[src/ats_consts.svh]
// timing, offset and field constants of the actuator teach-in sequencer
`ifndef ATS_CONSTS_SVH
`define ATS_CONSTS_SVH

// system clock and the 10 ms timer tick
`define ATS_CLK_NS 5
`define ATS_TICK_MS 10
`define ATS_TICK_NS (`ATS_TICK_MS * 1000000)
`define ATS_TICK_CYC (`ATS_TICK_NS / `ATS_CLK_NS)
`define ATS_PRE_W 21

// intervals, in their own unit, then in ticks
`define ATS_TEACH_S 10
`define ATS_TEACH_TICKS (`ATS_TEACH_S * 1000 / `ATS_TICK_MS)
`define ATS_PWROFF_MIN 5
`define ATS_PWROFF_TICKS (`ATS_PWROFF_MIN * 60000 / `ATS_TICK_MS)
`define ATS_INHIB_MIN 10
`define ATS_INHIB_TICKS (`ATS_INHIB_MIN * 60000 / `ATS_TICK_MS)
`define ATS_HYST_DLY_MS 500
`define ATS_HYST_DLY_TICKS (`ATS_HYST_DLY_MS / `ATS_TICK_MS)
`define ATS_TMR_W 16

// flash rates, in Hz, then periods in ticks
`define ATS_TEACH_HZ 1
`define ATS_TEACH_PER (1000 / `ATS_TICK_MS / `ATS_TEACH_HZ)
`define ATS_REQ_HZ 3
`define ATS_REQ_PER (1000 / `ATS_TICK_MS / `ATS_REQ_HZ)
`define ATS_REQ_ON_MS 50
`define ATS_REQ_ON_TICKS (`ATS_REQ_ON_MS / `ATS_TICK_MS)
`define ATS_BLINK_HZ 2
`define ATS_BLINK_PER (1000 / `ATS_TICK_MS / `ATS_BLINK_HZ)
`define ATS_FAULT_FLASHES 5
`define ATS_PH_W 7

// register byte offsets
`define ATS_OFF_CTRL 8'h00
`define ATS_OFF_STATUS 8'h04
`define ATS_OFF_IRQ_STAT 8'h08
`define ATS_OFF_IRQ_MASK 8'h0C

// control register fields and slave address limits
`define ATS_CTRL_VAR_LSB 0
`define ATS_CTRL_AD_BIT 2
`define ATS_CTRL_ADDR_LSB 8
`define ATS_CTRL_ADDR_MIN 5'h01
`define ATS_CTRL_ADDR_MAX 5'h1F

// interrupt event bits
`define ATS_IRQ_W 5
`define ATS_IRQ_TEACH 0
`define ATS_IRQ_PWROFF 1
`define ATS_IRQ_ABORT 2
`define ATS_IRQ_COMMIT 3
`define ATS_IRQ_INHIB_END 4

`endif

[src/ats_pkg.sv]
// types of the actuator teach-in sequencer
package ats_pkg;

	typedef enum logic [6:0] {
		ST_BOOT = 7'h01,
		ST_RUN = 7'h02,
		ST_TEACH = 7'h04,
		ST_PWROFF = 7'h08,
		ST_FAULT = 7'h10,
		ST_ARMED = 7'h20,
		ST_INHIBIT = 7'h40
	} ats_fsm_t;

	typedef enum logic [1:0] {
		standard_variant = 2'h0,
		one_time_pairing_variant = 2'h1,
		repeatable_pairing_variant = 2'h2
	} ats_variant_t;

	// actuator sensing front end
	typedef struct packed {
		logic present;
		logic hyst;
		logic int_err;
		logic [7:0] code;
		logic [3:0] num;
	} ats_sense_t;

	// non-volatile pairing record
	typedef struct packed {
		logic stored_valid;
		logic [7:0] stored_code;
		logic pend_valid;
		logic [7:0] pend_code;
		logic inhibit;
	} ats_nv_t;

	typedef struct packed {
		logic [4:0] slave_addr;
		logic ad_mode;
		ats_variant_t variant;
	} ats_ctrl_t;

	typedef struct packed {
		ats_fsm_t fsm;
		ats_ctrl_t ctrl;
		ats_nv_t nv;
		logic teach_ok;
		logic need_detect;
		logic [20:0] pre;
		logic tick;
		logic [15:0] tmr;
		logic [6:0] ph;
		logic [6:0] blink;
		logic [2:0] fcnt;
		logic [4:0] irq_stat;
		logic [4:0] irq_mask;
		logic irq;
		logic release_q;
		logic yel;
		logic duo_red;
		logic duo_grn;
		logic [3:0] param;
		logic fault;
		logic nv_wr;
		logic pready;
		logic pslverr;
		logic [31:0] prdata;
	} ats_state_t;

endpackage

[src/ats_sequencer.sv]
// coded safety sensor: pairing sequencer, indicators, parameter port, apb registers
//
// Chosen here: the placing of the registers and register access over APB.
`include "ats_consts.svh"
`timescale 1ns/1ps
`default_nettype none

//////////////////////////////////////////////////////////////////////////////
// Overview of operation
// - slave address 1 to 31 is accepted
// - yellow steady while paired actuator present; here yellow stays off in ST_INHIBIT even with the paired actuator present
// - hysteresis zone turns yellow flashing after delay
// - standard coding works without any pairing
// - unpaired actuator after power-up starts pairing, 1 Hz
// - after 10 s, 3 Hz flashes ask power-off
// - no power-off in 5 min: abort, five flashes
// - taught code stored once seen after power-up
// - one-time variant refuses pairing once stored
// - repeatable variant re-pairs, new code replaces old
// - repeatable pairing holds ten minute release inhibit
// - duo led flashes until inhibit over, detected
// - power loss restarts full inhibit interval
// - detection variant reports actuator number 1-15
// - detection variant reports zero without actuator
// - standard parameter bits and peripheral fault flag
module ats_sequencer import ats_pkg::*; #(
	parameter int TICK_CYCLES = `ATS_TICK_CYC
) (
	input wire logic ref_clk_in,
	input wire logic resetn_in,
	input wire logic psel_in,
	input wire logic penable_in,
	input wire logic pwrite_in,
	input wire logic [7:0] paddr_in,
	input wire logic [31:0] pwdata_in,
	output logic [31:0] prdata_out,
	output logic pready_out,
	output logic pslverr_out,
	input wire ats_sense_t sense_in,
	input wire ats_nv_t nv_in,
	output logic nv_wr_out,
	output ats_nv_t nv_out,
	output logic release_out,
	output logic yel_led_out,
	output logic duo_red_out,
	output logic duo_grn_out,
	output logic [3:0] param_out,
	output logic fault_flag_out,
	output logic irq_out
);

	ats_state_t st;
	ats_state_t nx;
	ats_sense_t sn;
	logic [4:0] ev;
	logic [4:0] clr;
	logic matched;
	logic paired;
	logic hyst_long;
	logic blink_on;
	logic inhib_act;
	logic [6:0] period;

	//////////////////////////////////////////////////////////////////////////
	ats_pin_sync #(.W($bits(ats_sense_t))) u_sync (
		.ref_clk_in(ref_clk_in),
		.resetn_in(resetn_in),
		.pin_in(sense_in),
		.pin_out(sn)
	);

	//////////////////////////////////////////////////////////////////////////
	always_comb begin
		nx = st;
		ev = '0;
		clr = '0;
		nx.nv_wr = 1'b0;
		nx.pready = 1'b0;
		nx.pslverr = 1'b0;

		// prescaler and free blink counter
		nx.tick = (st.pre == 21'(TICK_CYCLES - 1));
		nx.pre = nx.tick ? '0 : st.pre + 21'h000001;
		if (st.tick) begin
			nx.blink = (st.blink == 7'(`ATS_BLINK_PER - 1)) ? '0 : st.blink + 7'h01;
		end
		blink_on = (st.blink < 7'(`ATS_BLINK_PER / 2));

		case (st.fsm)
			ST_TEACH: period = 7'(`ATS_TEACH_PER);
			ST_PWROFF: period = 7'(`ATS_REQ_PER);
			default: period = 7'(`ATS_BLINK_PER);
		endcase
		if (st.tick) begin
			nx.ph = (st.ph == period - 7'h01) ? '0 : st.ph + 7'h01;
		end

		matched = sn.present && st.nv.stored_valid && (sn.code == st.nv.stored_code);
		paired = sn.present && ((st.ctrl.variant == standard_variant) || matched);
		hyst_long = (st.fsm == ST_RUN) && (st.tmr >= 16'(`ATS_HYST_DLY_TICKS));
		inhib_act = (st.fsm == ST_INHIBIT) || st.need_detect;

		// apb slave, one wait state
		if (psel_in && penable_in && !st.pready) begin
			nx.pready = 1'b1;
			nx.prdata = '0;
			case (paddr_in)
				`ATS_OFF_CTRL: begin
					if (pwrite_in) begin
						if (pwdata_in[`ATS_CTRL_ADDR_LSB +: 5] >= `ATS_CTRL_ADDR_MIN) begin
							nx.ctrl.slave_addr = pwdata_in[`ATS_CTRL_ADDR_LSB +: 5];
						end
						nx.ctrl.ad_mode = pwdata_in[`ATS_CTRL_AD_BIT];
						if (pwdata_in[`ATS_CTRL_VAR_LSB +: 2] == 2'h3) begin
							nx.ctrl.variant = standard_variant;
						end else begin
							nx.ctrl.variant = ats_variant_t'(pwdata_in[`ATS_CTRL_VAR_LSB +: 2]);
						end
					end else begin
						nx.prdata[`ATS_CTRL_ADDR_LSB +: 5] = st.ctrl.slave_addr;
						nx.prdata[`ATS_CTRL_AD_BIT] = st.ctrl.ad_mode;
						nx.prdata[`ATS_CTRL_VAR_LSB +: 2] = st.ctrl.variant;
					end
				end
				`ATS_OFF_STATUS: begin
					if (!pwrite_in) begin
						nx.prdata[6:0] = st.fsm;
						nx.prdata[7] = st.release_q;
						nx.prdata[11:8] = st.param;
						nx.prdata[12] = st.nv.stored_valid;
						nx.prdata[13] = inhib_act;
						nx.prdata[14] = st.fault;
					end
				end
				`ATS_OFF_IRQ_STAT: begin
					if (pwrite_in) begin
						clr = pwdata_in[4:0];
					end else begin
						nx.prdata[4:0] = st.irq_stat;
					end
				end
				`ATS_OFF_IRQ_MASK: begin
					if (pwrite_in) begin
						nx.irq_mask = pwdata_in[4:0];
					end else begin
						nx.prdata[4:0] = st.irq_mask;
					end
				end
				default: begin
					nx.pslverr = 1'b1;
				end
			endcase
		end

		// pairing sequence
		case (st.fsm)
			ST_BOOT: begin
				nx.nv = nv_in;
				nx.teach_ok = 1'b1;
				if (nv_in.pend_valid) begin
					nx.fsm = ST_ARMED;
				end else if (nv_in.inhibit) begin
					nx.fsm = ST_INHIBIT;
					nx.need_detect = 1'b1;
				end else begin
					nx.fsm = ST_RUN;
				end
			end
			ST_RUN: begin
				if (sn.present && sn.hyst) begin
					if (st.tick && !hyst_long) begin
						nx.tmr = st.tmr + 16'h0001;
					end
				end else begin
					nx.tmr = '0;
				end
				if (matched) begin
					nx.teach_ok = 1'b0;
					nx.need_detect = 1'b0;
				end
				if (sn.present && !paired && st.teach_ok
						&& !(st.ctrl.variant == one_time_pairing_variant
						&& st.nv.stored_valid)) begin
					nx.fsm = ST_TEACH;
					nx.teach_ok = 1'b0;
					nx.nv.pend_code = sn.code;
					ev[`ATS_IRQ_TEACH] = 1'b1;
				end
			end
			ST_TEACH: begin
				if (!sn.present || sn.code != st.nv.pend_code) begin
					nx.fsm = ST_RUN;
				end else if (st.tick) begin
					nx.tmr = st.tmr + 16'h0001;
					if (st.tmr == 16'(`ATS_TEACH_TICKS - 1)) begin
						nx.fsm = ST_PWROFF;
						nx.nv.pend_valid = 1'b1;
						nx.nv_wr = 1'b1;
						ev[`ATS_IRQ_PWROFF] = 1'b1;
					end
				end
			end
			ST_PWROFF: begin
				if (st.tick) begin
					nx.tmr = st.tmr + 16'h0001;
					if (st.tmr == 16'(`ATS_PWROFF_TICKS - 1)) begin
						nx.fsm = ST_FAULT;
						nx.nv.pend_valid = 1'b0;
						nx.nv_wr = 1'b1;
						ev[`ATS_IRQ_ABORT] = 1'b1;
					end
				end
			end
			ST_FAULT: begin
				if (st.tick && st.ph == period - 7'h01) begin
					nx.fcnt = st.fcnt + 3'h1;
					if (st.fcnt == 3'(`ATS_FAULT_FLASHES - 1)) begin
						nx.fsm = ST_RUN;
					end
				end
			end
			ST_ARMED: begin
				if (sn.present && sn.code == st.nv.pend_code) begin
					nx.nv.stored_valid = 1'b1;
					nx.nv.stored_code = st.nv.pend_code;
					nx.nv.pend_valid = 1'b0;
					nx.nv_wr = 1'b1;
					nx.teach_ok = 1'b0;
					ev[`ATS_IRQ_COMMIT] = 1'b1;
					if (st.ctrl.variant == repeatable_pairing_variant) begin
						nx.fsm = ST_INHIBIT;
						nx.nv.inhibit = 1'b1;
					end else begin
						nx.fsm = ST_RUN;
					end
				end
			end
			ST_INHIBIT: begin
				if (matched) begin
					nx.need_detect = 1'b0;
				end
				if (st.tick) begin
					nx.tmr = st.tmr + 16'h0001;
					if (st.tmr == 16'(`ATS_INHIB_TICKS - 1)) begin
						nx.fsm = ST_RUN;
						nx.nv.inhibit = 1'b0;
						nx.nv_wr = 1'b1;
						ev[`ATS_IRQ_INHIB_END] = 1'b1;
					end
				end
			end
			default: begin
				nx.fsm = ST_BOOT;
			end
		endcase
		if (nx.fsm != st.fsm) begin
			nx.tmr = '0;
			nx.ph = '0;
			nx.fcnt = '0;
		end

		// set wins over a write-one clear
		nx.irq_stat = (st.irq_stat & ~clr) | ev;
		nx.irq = |(nx.irq_stat & nx.irq_mask);

		// indicators and outputs
		nx.release_q = (st.fsm == ST_RUN) && paired && !sn.int_err;
		case (st.fsm)
			ST_RUN: begin
				if (sn.int_err) begin
					nx.yel = 1'b1;
				end else if (hyst_long) begin
					nx.yel = blink_on;
				end else begin
					nx.yel = paired;
				end
			end
			ST_TEACH: nx.yel = (st.ph < 7'(`ATS_TEACH_PER / 2));
			ST_PWROFF: nx.yel = (st.ph < 7'(`ATS_REQ_ON_TICKS));
			ST_FAULT: nx.yel = (st.ph < 7'(`ATS_BLINK_PER / 2));
			default: nx.yel = 1'b0;
		endcase
		if (st.ctrl.slave_addr == 5'h00) begin
			nx.duo_red = 1'b1;
			nx.duo_grn = 1'b0;
		end else if (inhib_act || st.fault) begin
			nx.duo_red = blink_on;
			nx.duo_grn = !blink_on;
		end else begin
			nx.duo_red = 1'b0;
			nx.duo_grn = 1'b1;
		end
		if (st.ctrl.ad_mode) begin
			nx.param = sn.present ? sn.num : 4'h0;
		end else begin
			nx.param = {sn.int_err, inhib_act, sn.present && sn.hyst, sn.present};
		end
		nx.fault = sn.int_err || inhib_act || (sn.present && sn.hyst);
	end

	always_ff @(posedge ref_clk_in or negedge resetn_in) begin
		if (!resetn_in) begin
			st <= '0;
			st.fsm <= ST_BOOT;
		end else begin
			st <= nx;
		end
	end

	//////////////////////////////////////////////////////////////////////////
	assign prdata_out = st.prdata;
	assign pready_out = st.pready;
	assign pslverr_out = st.pslverr;
	assign nv_wr_out = st.nv_wr;
	assign nv_out = st.nv;
	assign release_out = st.release_q;
	assign yel_led_out = st.yel;
	assign duo_red_out = st.duo_red;
	assign duo_grn_out = st.duo_grn;
	assign param_out = st.param;
	assign fault_flag_out = st.fault;
	assign irq_out = st.irq;

	//////////////////////////////////////////////////////////////////////////
	property p_rel_inhibit;
		@(posedge ref_clk_in) disable iff (!resetn_in)
		(st.fsm == ST_INHIBIT) |=> !release_out;
	endproperty
	a_rel_inhibit: assert property (p_rel_inhibit) else $error("release during inhibit");

	property p_yel_steady;
		@(posedge ref_clk_in) disable iff (!resetn_in)
		(st.fsm == ST_RUN && paired && !hyst_long && !sn.int_err) |=> yel_led_out;
	endproperty
	a_yel_steady: assert property (p_yel_steady) else $error("yellow not steady");

	property p_ad_zero;
		@(posedge ref_clk_in) disable iff (!resetn_in)
		(st.ctrl.ad_mode && !sn.present) |=> (param_out == 4'h0);
	endproperty
	a_ad_zero: assert property (p_ad_zero) else $error("parameter not zero");

	property p_ad_num;
		@(posedge ref_clk_in) disable iff (!resetn_in)
		(st.ctrl.ad_mode && sn.present) |=> (param_out == $past(sn.num));
	endproperty
	a_ad_num: assert property (p_ad_num) else $error("actuator number wrong");

	property p_teach_end;
		@(posedge ref_clk_in) disable iff (!resetn_in)
		(st.fsm == ST_TEACH && st.tick && sn.present && sn.code == st.nv.pend_code
			&& st.tmr == 16'(`ATS_TEACH_TICKS - 1))
			|=> (st.fsm == ST_PWROFF) && nv_wr_out && nv_out.pend_valid;
	endproperty
	a_teach_end: assert property (p_teach_end) else $error("no power-off request");

	property p_pwroff_abort;
		@(posedge ref_clk_in) disable iff (!resetn_in)
		(st.fsm == ST_PWROFF && st.tick && st.tmr == 16'(`ATS_PWROFF_TICKS - 1))
			|=> (st.fsm == ST_FAULT) ##1 (st.fsm == ST_FAULT);
	endproperty
	a_pwroff_abort: assert property (p_pwroff_abort) else $error("pairing not aborted");

	property p_once_refuse;
		@(posedge ref_clk_in) disable iff (!resetn_in)
		(st.fsm == ST_RUN && st.ctrl.variant == one_time_pairing_variant
			&& st.nv.stored_valid) |=> (st.fsm != ST_TEACH);
	endproperty
	a_once_refuse: assert property (p_once_refuse) else $error("one-time re-paired");

	property p_std_no_teach;
		@(posedge ref_clk_in) disable iff (!resetn_in)
		(st.fsm == ST_RUN && st.ctrl.variant == standard_variant && sn.present
			&& !sn.int_err) |=> release_out && (st.fsm != ST_TEACH);
	endproperty
	a_std_no_teach: assert property (p_std_no_teach) else $error("standard not released");

	property p_duo_inhibit;
		@(posedge ref_clk_in) disable iff (!resetn_in)
		(st.fsm == ST_INHIBIT && st.ctrl.slave_addr != 5'h00) |=> (duo_red_out != duo_grn_out);
	endproperty
	a_duo_inhibit: assert property (p_duo_inhibit) else $error("duo led not alternating");

	property p_fault_flag;
		@(posedge ref_clk_in) disable iff (!resetn_in)
		(!st.ctrl.ad_mode && !$past(st.ctrl.ad_mode)) |-> (fault_flag_out == |param_out[3:1]);
	endproperty
	a_fault_flag: assert property (p_fault_flag) else $error("fault flag mismatch");

endmodule // ats_sequencer

`default_nettype wire

[src/ats_pin_sync.sv]
// three-stage pin synchroniser with agreement filter
`timescale 1ns/1ps
`default_nettype none

module ats_pin_sync #(
	parameter int W = 1
) (
	input wire logic ref_clk_in,
	input wire logic resetn_in,
	input wire logic [W-1:0] pin_in,
	output logic [W-1:0] pin_out
);

	typedef struct packed {
		logic [W-1:0] s1;
		logic [W-1:0] s2;
		logic [W-1:0] s3;
		logic [W-1:0] q;
	} ats_sync_t;

	ats_sync_t st;
	ats_sync_t nx;

	// a bit moves only once the second and third stages agree
	always_comb begin
		nx = st;
		nx.s1 = pin_in;
		nx.s2 = st.s1;
		nx.s3 = st.s2;
		nx.q = (st.s3 & ~(st.s2 ^ st.s3)) | (st.q & (st.s2 ^ st.s3));
	end

	always_ff @(posedge ref_clk_in or negedge resetn_in) begin
		if (!resetn_in) begin
			st <= '0;
		end else begin
			st <= nx;
		end
	end

	assign pin_out = st.q;

endmodule // ats_pin_sync

`default_nettype wire

[config.mk]
export PLATFORM = sky130hd
export DESIGN_NAME = ats_sequencer
export DESIGN_NICKNAME = d
export VERILOG_FILES = /design/src/ats_pkg.sv /design/src/ats_sequencer.sv /design/src/ats_pin_sync.sv
export VERILOG_INCLUDE_DIRS = /design/src /design/src/src
export SDC_FILE = /design/constraint.sdc
export NUM_CORES = 1
export LEC_CHECK = 0
export BUFFER_PORTS_ARGS = -buffer_cell sky130_fd_sc_hd__buf_4
export CAP_MARGIN = 10
export CELL_PAD_IN_SITES_DETAIL_PLACEMENT = 1
export CELL_PAD_IN_SITES_GLOBAL_PLACEMENT = 2
export CORE_ASPECT_RATIO = 1.75
export CORE_MARGIN = 5
export CORE_UTILIZATION = 37
export DETAILED_ROUTE_END_ITERATION = 6
export PLACE_DENSITY_LB_ADDON = 0.1
export SYNTH_ARGS = -nofsm -noshare
export SYNTH_HDL_FRONTEND = slang
export SYNTH_SLANG_ARGS = --single-unit
[constraint.sdc]
create_clock -name ref_clk_in -period 3.2 [get_ports ref_clk_in]
set_input_delay 0.32 -clock ref_clk_in [delete_from_list [all_inputs] [get_ports ref_clk_in]]
set_output_delay 0.32 -clock ref_clk_in [all_outputs]
set_load 0.01 [all_outputs]
== Word-level counts from Yosys, hierarchy flattened ==
Cells that the tools add are included.
Operators by class
  add/sub/neg operators: 6
  magnitude comparators: 6
  div/mod/pow operators: 0
  mux-type cells: 92
  $mul: 0
  shift-type cells: 0
  bitwise operators: 9
  reductions and logical operators: 55
  equality and inequality tests: 41
Operators by type and width (number)
  2-to-1 mux 7 bit: 17
  2-to-1 mux 16 bit: 4
  case mux 7 bit (7 select lines): 1
  case mux 16 bit (3 select lines): 1
  2-to-1 mux 5 bit: 9
  2-to-1 mux 34 bit: 1
  AND 15 bit: 2
  2-to-1 mux 1 bit: 29
  inequality test 2 bit, second input constant: 13
  2-to-1 mux 23 bit: 1
  adder 21 x 1 -> 21 bit, second input constant: 1
  equality test 21 bit, second input constant: 1
  2-to-1 mux 21 bit: 1
  case mux 9 bit (2 select lines): 1
  adder 16 x 1 -> 16 bit, second input constant: 1
  equality test 16 x 10 -> 1 bit, second input constant: 1
  equality test 16 x 15 -> 1 bit, second input constant: 1
  equality test 16 bit, second input constant: 1
  equality test 8 x 4 -> 1 bit, second input constant: 2
  equality test 8 bit: 2
  greater-or-equal comparator 16 x 6 -> 1 bit, second input constant: 1
  logical AND 1 bit: 16
  case mux 8 bit (2 select lines): 1
  2-to-1 mux 15 bit: 1
  other kinds (57): 100
Word-level totals
  memories kept: 0
  register bits: 189
  output and inout port bits: 64
  bits in writable memories: 0
  latch bits: 0
  word-level logic and storage cells: 243
  input bits: 79
  ROM bits: 0

== Longest topological paths before layout ==
  depth after elaboration: 13
  mapped depth: 10
  depth with buffers taken out: 8

== By module ==
From an unflattened synthesis, not the netlist that was laid out.
Unflattened totals
  cells, all modules: 864
  area, all modules: 9268.9 µm²
Modules (own cells, without submodules)
  ats_sequencer: area each 7485.9 µm², times used 1, cells an instance 774
  ats_pin_sync: area each 1783.0 µm², times used 1, cells an instance 90

== Least setup slack after synthesis ==
Ideal clock, no wire load.
  path type: flip-flop to flip-flop
  from: register st[85] in the netlist's numbering
  to: register st[83] in the netlist's numbering
  data arrival time: 2.257 ns
  data required time: 3.106 ns
  clock period less this slack: 2.351 ns
  path buffers: 1
  slack: 0.849 ns
  cell stages (with the launch flop): 7
  cell sequence: dfrtp_1 > or4_1 > or4_4 > a221oi_4 > buf_6 > a21oi_1 > a221oi_2
Between the ends
  longest elaborated chain between the ends: 8
  elaborated cells between the ends (all ways): 21
  those cells by class: order compare: 1; eq/ne: 6; mux: 9; reduce/logical: 5
RTL lines
  from (decl): RTL line ats_sequencer.sv:52  | ats_state_t st;
  from (signal assigned): RTL line ats_sequencer.sv:306  | st <= nx;
  equality test 16 x 10 -> 1 bit: RTL line ats_sequencer.sv:195  | if (st.tmr == 16'(`ATS_TEACH_TICKS - 1)) begin
  2-to-1 mux 7 bit: RTL line ats_sequencer.sv:195
  2-to-1 mux 7 bit: RTL line ats_sequencer.sv:193  | end else if (st.tick) begin
  2-to-1 mux 7 bit: RTL line ats_sequencer.sv:191  | if (!sn.present || sn.code != st.nv.pend_code) begin
  case mux 7 bit (7 select lines): RTL line ats_sequencer.sv:156  | case (st.fsm)
  inequality test 7 bit: RTL line ats_sequencer.sv:256  | if (nx.fsm != st.fsm) begin
  inequality test 4 bit (no source line) (tied with other cells)
  AND reduction 3 bit (no source line)
Several ways; a longest one is shown, not always the timed one.
A chain may end at the register's enable or synchronous reset.

== Worst setup path in the final report ==
  from: register st[72] in the netlist's numbering
  to: register st[67] in the netlist's numbering
Between the ends
  longest elaborated chain between the ends: 7
  elaborated cells between the ends (all ways): 14
  those cells by class: eq/ne: 4; mux: 9; reduce/logical: 1
RTL lines (RTL line)
  equality test 16 x 10 -> 1 bit: ats_sequencer.sv:195
  2-to-1 mux 7 bit: ats_sequencer.sv:195
  2-to-1 mux 7 bit: ats_sequencer.sv:193
  2-to-1 mux 7 bit: ats_sequencer.sv:191
  case mux 7 bit (7 select lines) (*): ats_sequencer.sv:156
  inequality test 7 bit (*): ats_sequencer.sv:256
  2-to-1 mux 23 bit / nonzero test 2 bit (equally long branches)
Every way passes the cells marked *; elsewhere a longest branch is shown, timed or not.

==> flow_metrics.py <==
metrics = {
    "sta": {
        "period_minus_slack_ns": 2.79,
        "rsz0062_at_grt": "false",
        "worst-slew-pin-transition_ns": 0.797,
        "relSlewSlack_pct": 46.9,
        "finalClockSkew_ns": 0.00687,
        "finalHoldViolations": 0,
        "setup_tns_ns": 0,
        "finalSetupViolations": 0,
        "whs_ns": 0.127,
        "worst_slack_ns": 0.414,
        "report.final.slew_viol_count": 0,
        "fin_crit_sh_pct": 87.1,
        "fmax_mhz": 359,
    },
    "die": {
        "die_area_um2": 27900,
        "pin_count": 143,
        "coreArea_um2": 24400,
        "rows": 76,
        "die_w_um": 128,
        "die_height_um": 217,
        "floorplan.initialDensity_pct": 37.2,
    },
    "logic_synthesis": {
        "syn_inst": 839,
        "synth-seq-cells": 189,
        "synth_seq_area_share_pct": 52.1,
        "yosysUniqueCellTypes": 72,
        "ys_async_sr_fraction_pct": 100,
        "synthFlopType": "dfrtp_1",
        "yosysTopAreaCell": "dfrtp_1",
        "synth.area.top_cells": "dfrtp_1, buf_4, nand2_1, xnor2_1, nor2_1",
        "ys_warn_count": 0,
        "netlist.area_leader.share_pct": 51.8,
        "synth_edf_count": 0,
        "avgSynthCellArea_um2": 10.8,
        "syn_area_um2": 9090,
    },
    "status": {
        "status": "finished, final reports clean",
    },
    "power": {
        "power_density_nw_per_um2": 597,
        "leakage_nw": 4.67,
        "irDropWorstVdd_v": 0.000423,
    },
    "final_layout": {
        "final_util_pct": 43.4,
        "seqCellArea_um2": 4730,
        "nets": 1012,
        "final_common_cell": "dfrtp_1",
        "antennaDiodeCount": 0,
        "fillers": 2674,
        "fin_cells": 1249,
        "drive_gt1_share_pct": 22.0,
        "area_growth_pct": 16.8,
        "multi_input_area_um2": 3730,
        "final_cell_mix": "dfrtp_1, buf_4, nand2_1",
    },
    "clock_network": {
        "clock_path_buffers": 2,
        "cts_max_level": 4,
        "cts_root_buf": "clkbuf_16",
        "numCtsBuffers": 17,
        "cts_sinks": 189,
        "clkLatencyLatePin_ns": 0.45,
        "path_clk_slew_ns": 0.07,
        "cts_tree": "built",
    },
    "critical_path": {
        "crit_type": "flop to flop",
        "cp-startpoint": "st[72]$_DFFE_PN0P_",
        "critPathCaptureType": "flop",
        "cp_max_fo": 26,
        "r2r_slack_ns": 0.41,
        "worst_r2r_startpoint": "st[72]$_DFFE_PN0P_",
        "worstPathArrival_ns": 3.09,
        "cp-start-kind": "flop",
        "crit_required_ns": 3.51,
    },
    "detailed_routing": {
        "wl_um": 24600,
        "antenna_left": 0,
        "first_pass_iters": 4,
        "routedWlPerCell_um": 19.7,
        "vias_per_cell": 5.29,
        "drtIter0Drc": 224,
        "drc": 0,
        "vias": 6606,
    },
    "worst_hold_path": {
        "hp-class": "input port to flop",
        "min_from": "pwdata_in[12]",
    },
    "placement": {
        "place_ws_ns": 0.466,
        "gp_congestion": 0.779,
        "portBuffers": 103,
        "dpl.hpwl_um": 18400,
        "dp_cells": 1202,
    },
    "global_route": {
        "track_usage_pct": 18.4,
        "grt_pass1_vias": 7342,
        "grt_antenna_before_repair": 0,
        "grt_overflow": 0,
        "grt_pass1_wl_um": 39900,
        "grt_max_degree": 96,
    },
    "job": {
        "max-cap-violations": 0,
    },
}
[layout make-up]
class | instances | share of cell area, %
clock buffer | 20 | 4.30
timing repair buffer | 144 | 10.9
clock inverter | 11 | 0.790
sequential | 189 | 44.6
multi-input combinational | 554 | 35.2
tap | 312 | 3.68
inverter | 19 | 0.672
[worst paths after layout]
path / depth (start not counted) / to
setup / recovery: 8 / st[67]$_DFFE_PN0P_
hold / removal: 2 / st[138]$_DFFE_PN0P_
setup reg to reg: 8 / st[67]$_DFFE_PN0P_
hold reg to reg: 0 / u_sync.nx[28]$_DFF_PN0_
max in group asynchronous: 3 / st[71]$_DFFE_PN0P_
min in group asynchronous: 2 / u_sync.nx[44]$_DFF_PN0_
[stage by stage]
stage          total power [mW]  instance area (µm²)
2_1_floorplan              3.91                 9150
3_3_place_gp               4.38                 9920
3_5_place_dp               4.43                 9920
4_1_cts                    6.46                10600
5_1_grt                    6.70                10600
6_report                   6.34                10600
[timing repair]
action / CTS / global route
hold buffers: 16 / 0
buffers inserted: 0 / 0
gates resized for setup: 0 / 0
hold endpoints to repair: 63 / 0
[power by group]
| part | internal [mW] | leakage (nW) | switching (mW) |
|---|---|---|---|
| logic | 0.637 | 2.01 | 0.862 |
| clock network | 1.04 | 0.273 | 0.943 |
| registers | 2.61 | 2.38 | 0.250 |
[flip-flops by register name, indices dropped and copies added (netlist names), named ones only]
signal,cells
nv_out,19
fault_flag_out,1
irq_out,1
prdata_out,15
duo_grn_out,1
param_out,4
st,82
yel_led_out,1
nv_wr_out,1
u_sync.st,15
duo_red_out,1
u_sync.nx,30
release_out,1
pslverr_out,1
pready_out,1
[per-layer routing]
layer  wire length (µm)  share of wire (%)  global-route usage [%]  vias to the layer above
met5                  0                  0                       0                        -
met2              13800                 56                    34.3                       98
met3                804                3.3                    3.63                       24
li1                   -                  -                       -                     3088
met4                444                1.8                    6.37                        0
met1               9540                 39                    20.3                     3396
[critical path: stages, from the launching register on]
cell      delay (ns)
dfrtp_1         0.44
ha_1            0.29
nand3_1         0.20
nor4_1          0.60
a21boi_1        0.22
a31oi_1         0.17
and4_1          0.21
buf_4           0.34
a22oi_1         0.15
[logic make-up after synthesis]
| group | share of synthesized area [%] |
|---|---|
| other | 0.0413 |
| DFF | 52.1 |
| buffers and inverters | 7.59 |
| adders and majority gates | 2.86 |
| and+or+nand+nor | 15.8 |
| xor gates and xnor gates | 4.14 |
| AOI/OAI and AO/OA | 13.3 |
| muxes | 4.21 |
[cell usage after synthesis, types with 10 or more instances]
library cell	count
a21oi_1	25
a31oi_1	14
and3_1	10
buf_4	60
clkbuf_1	20
dfrtp_1	188
inv_1	19
maj3_1	16
mux2_2	12
mux2i_1	18
nand2_1	78
nand2b_1	10
nand3_1	25
nand4_1	13
nor2_1	53
nor3_1	18
o21a_1	12
o21ai_0	33
xnor2_1	27
xor2_1	16
No activity file was read; power rests on OpenSTA's default activity.
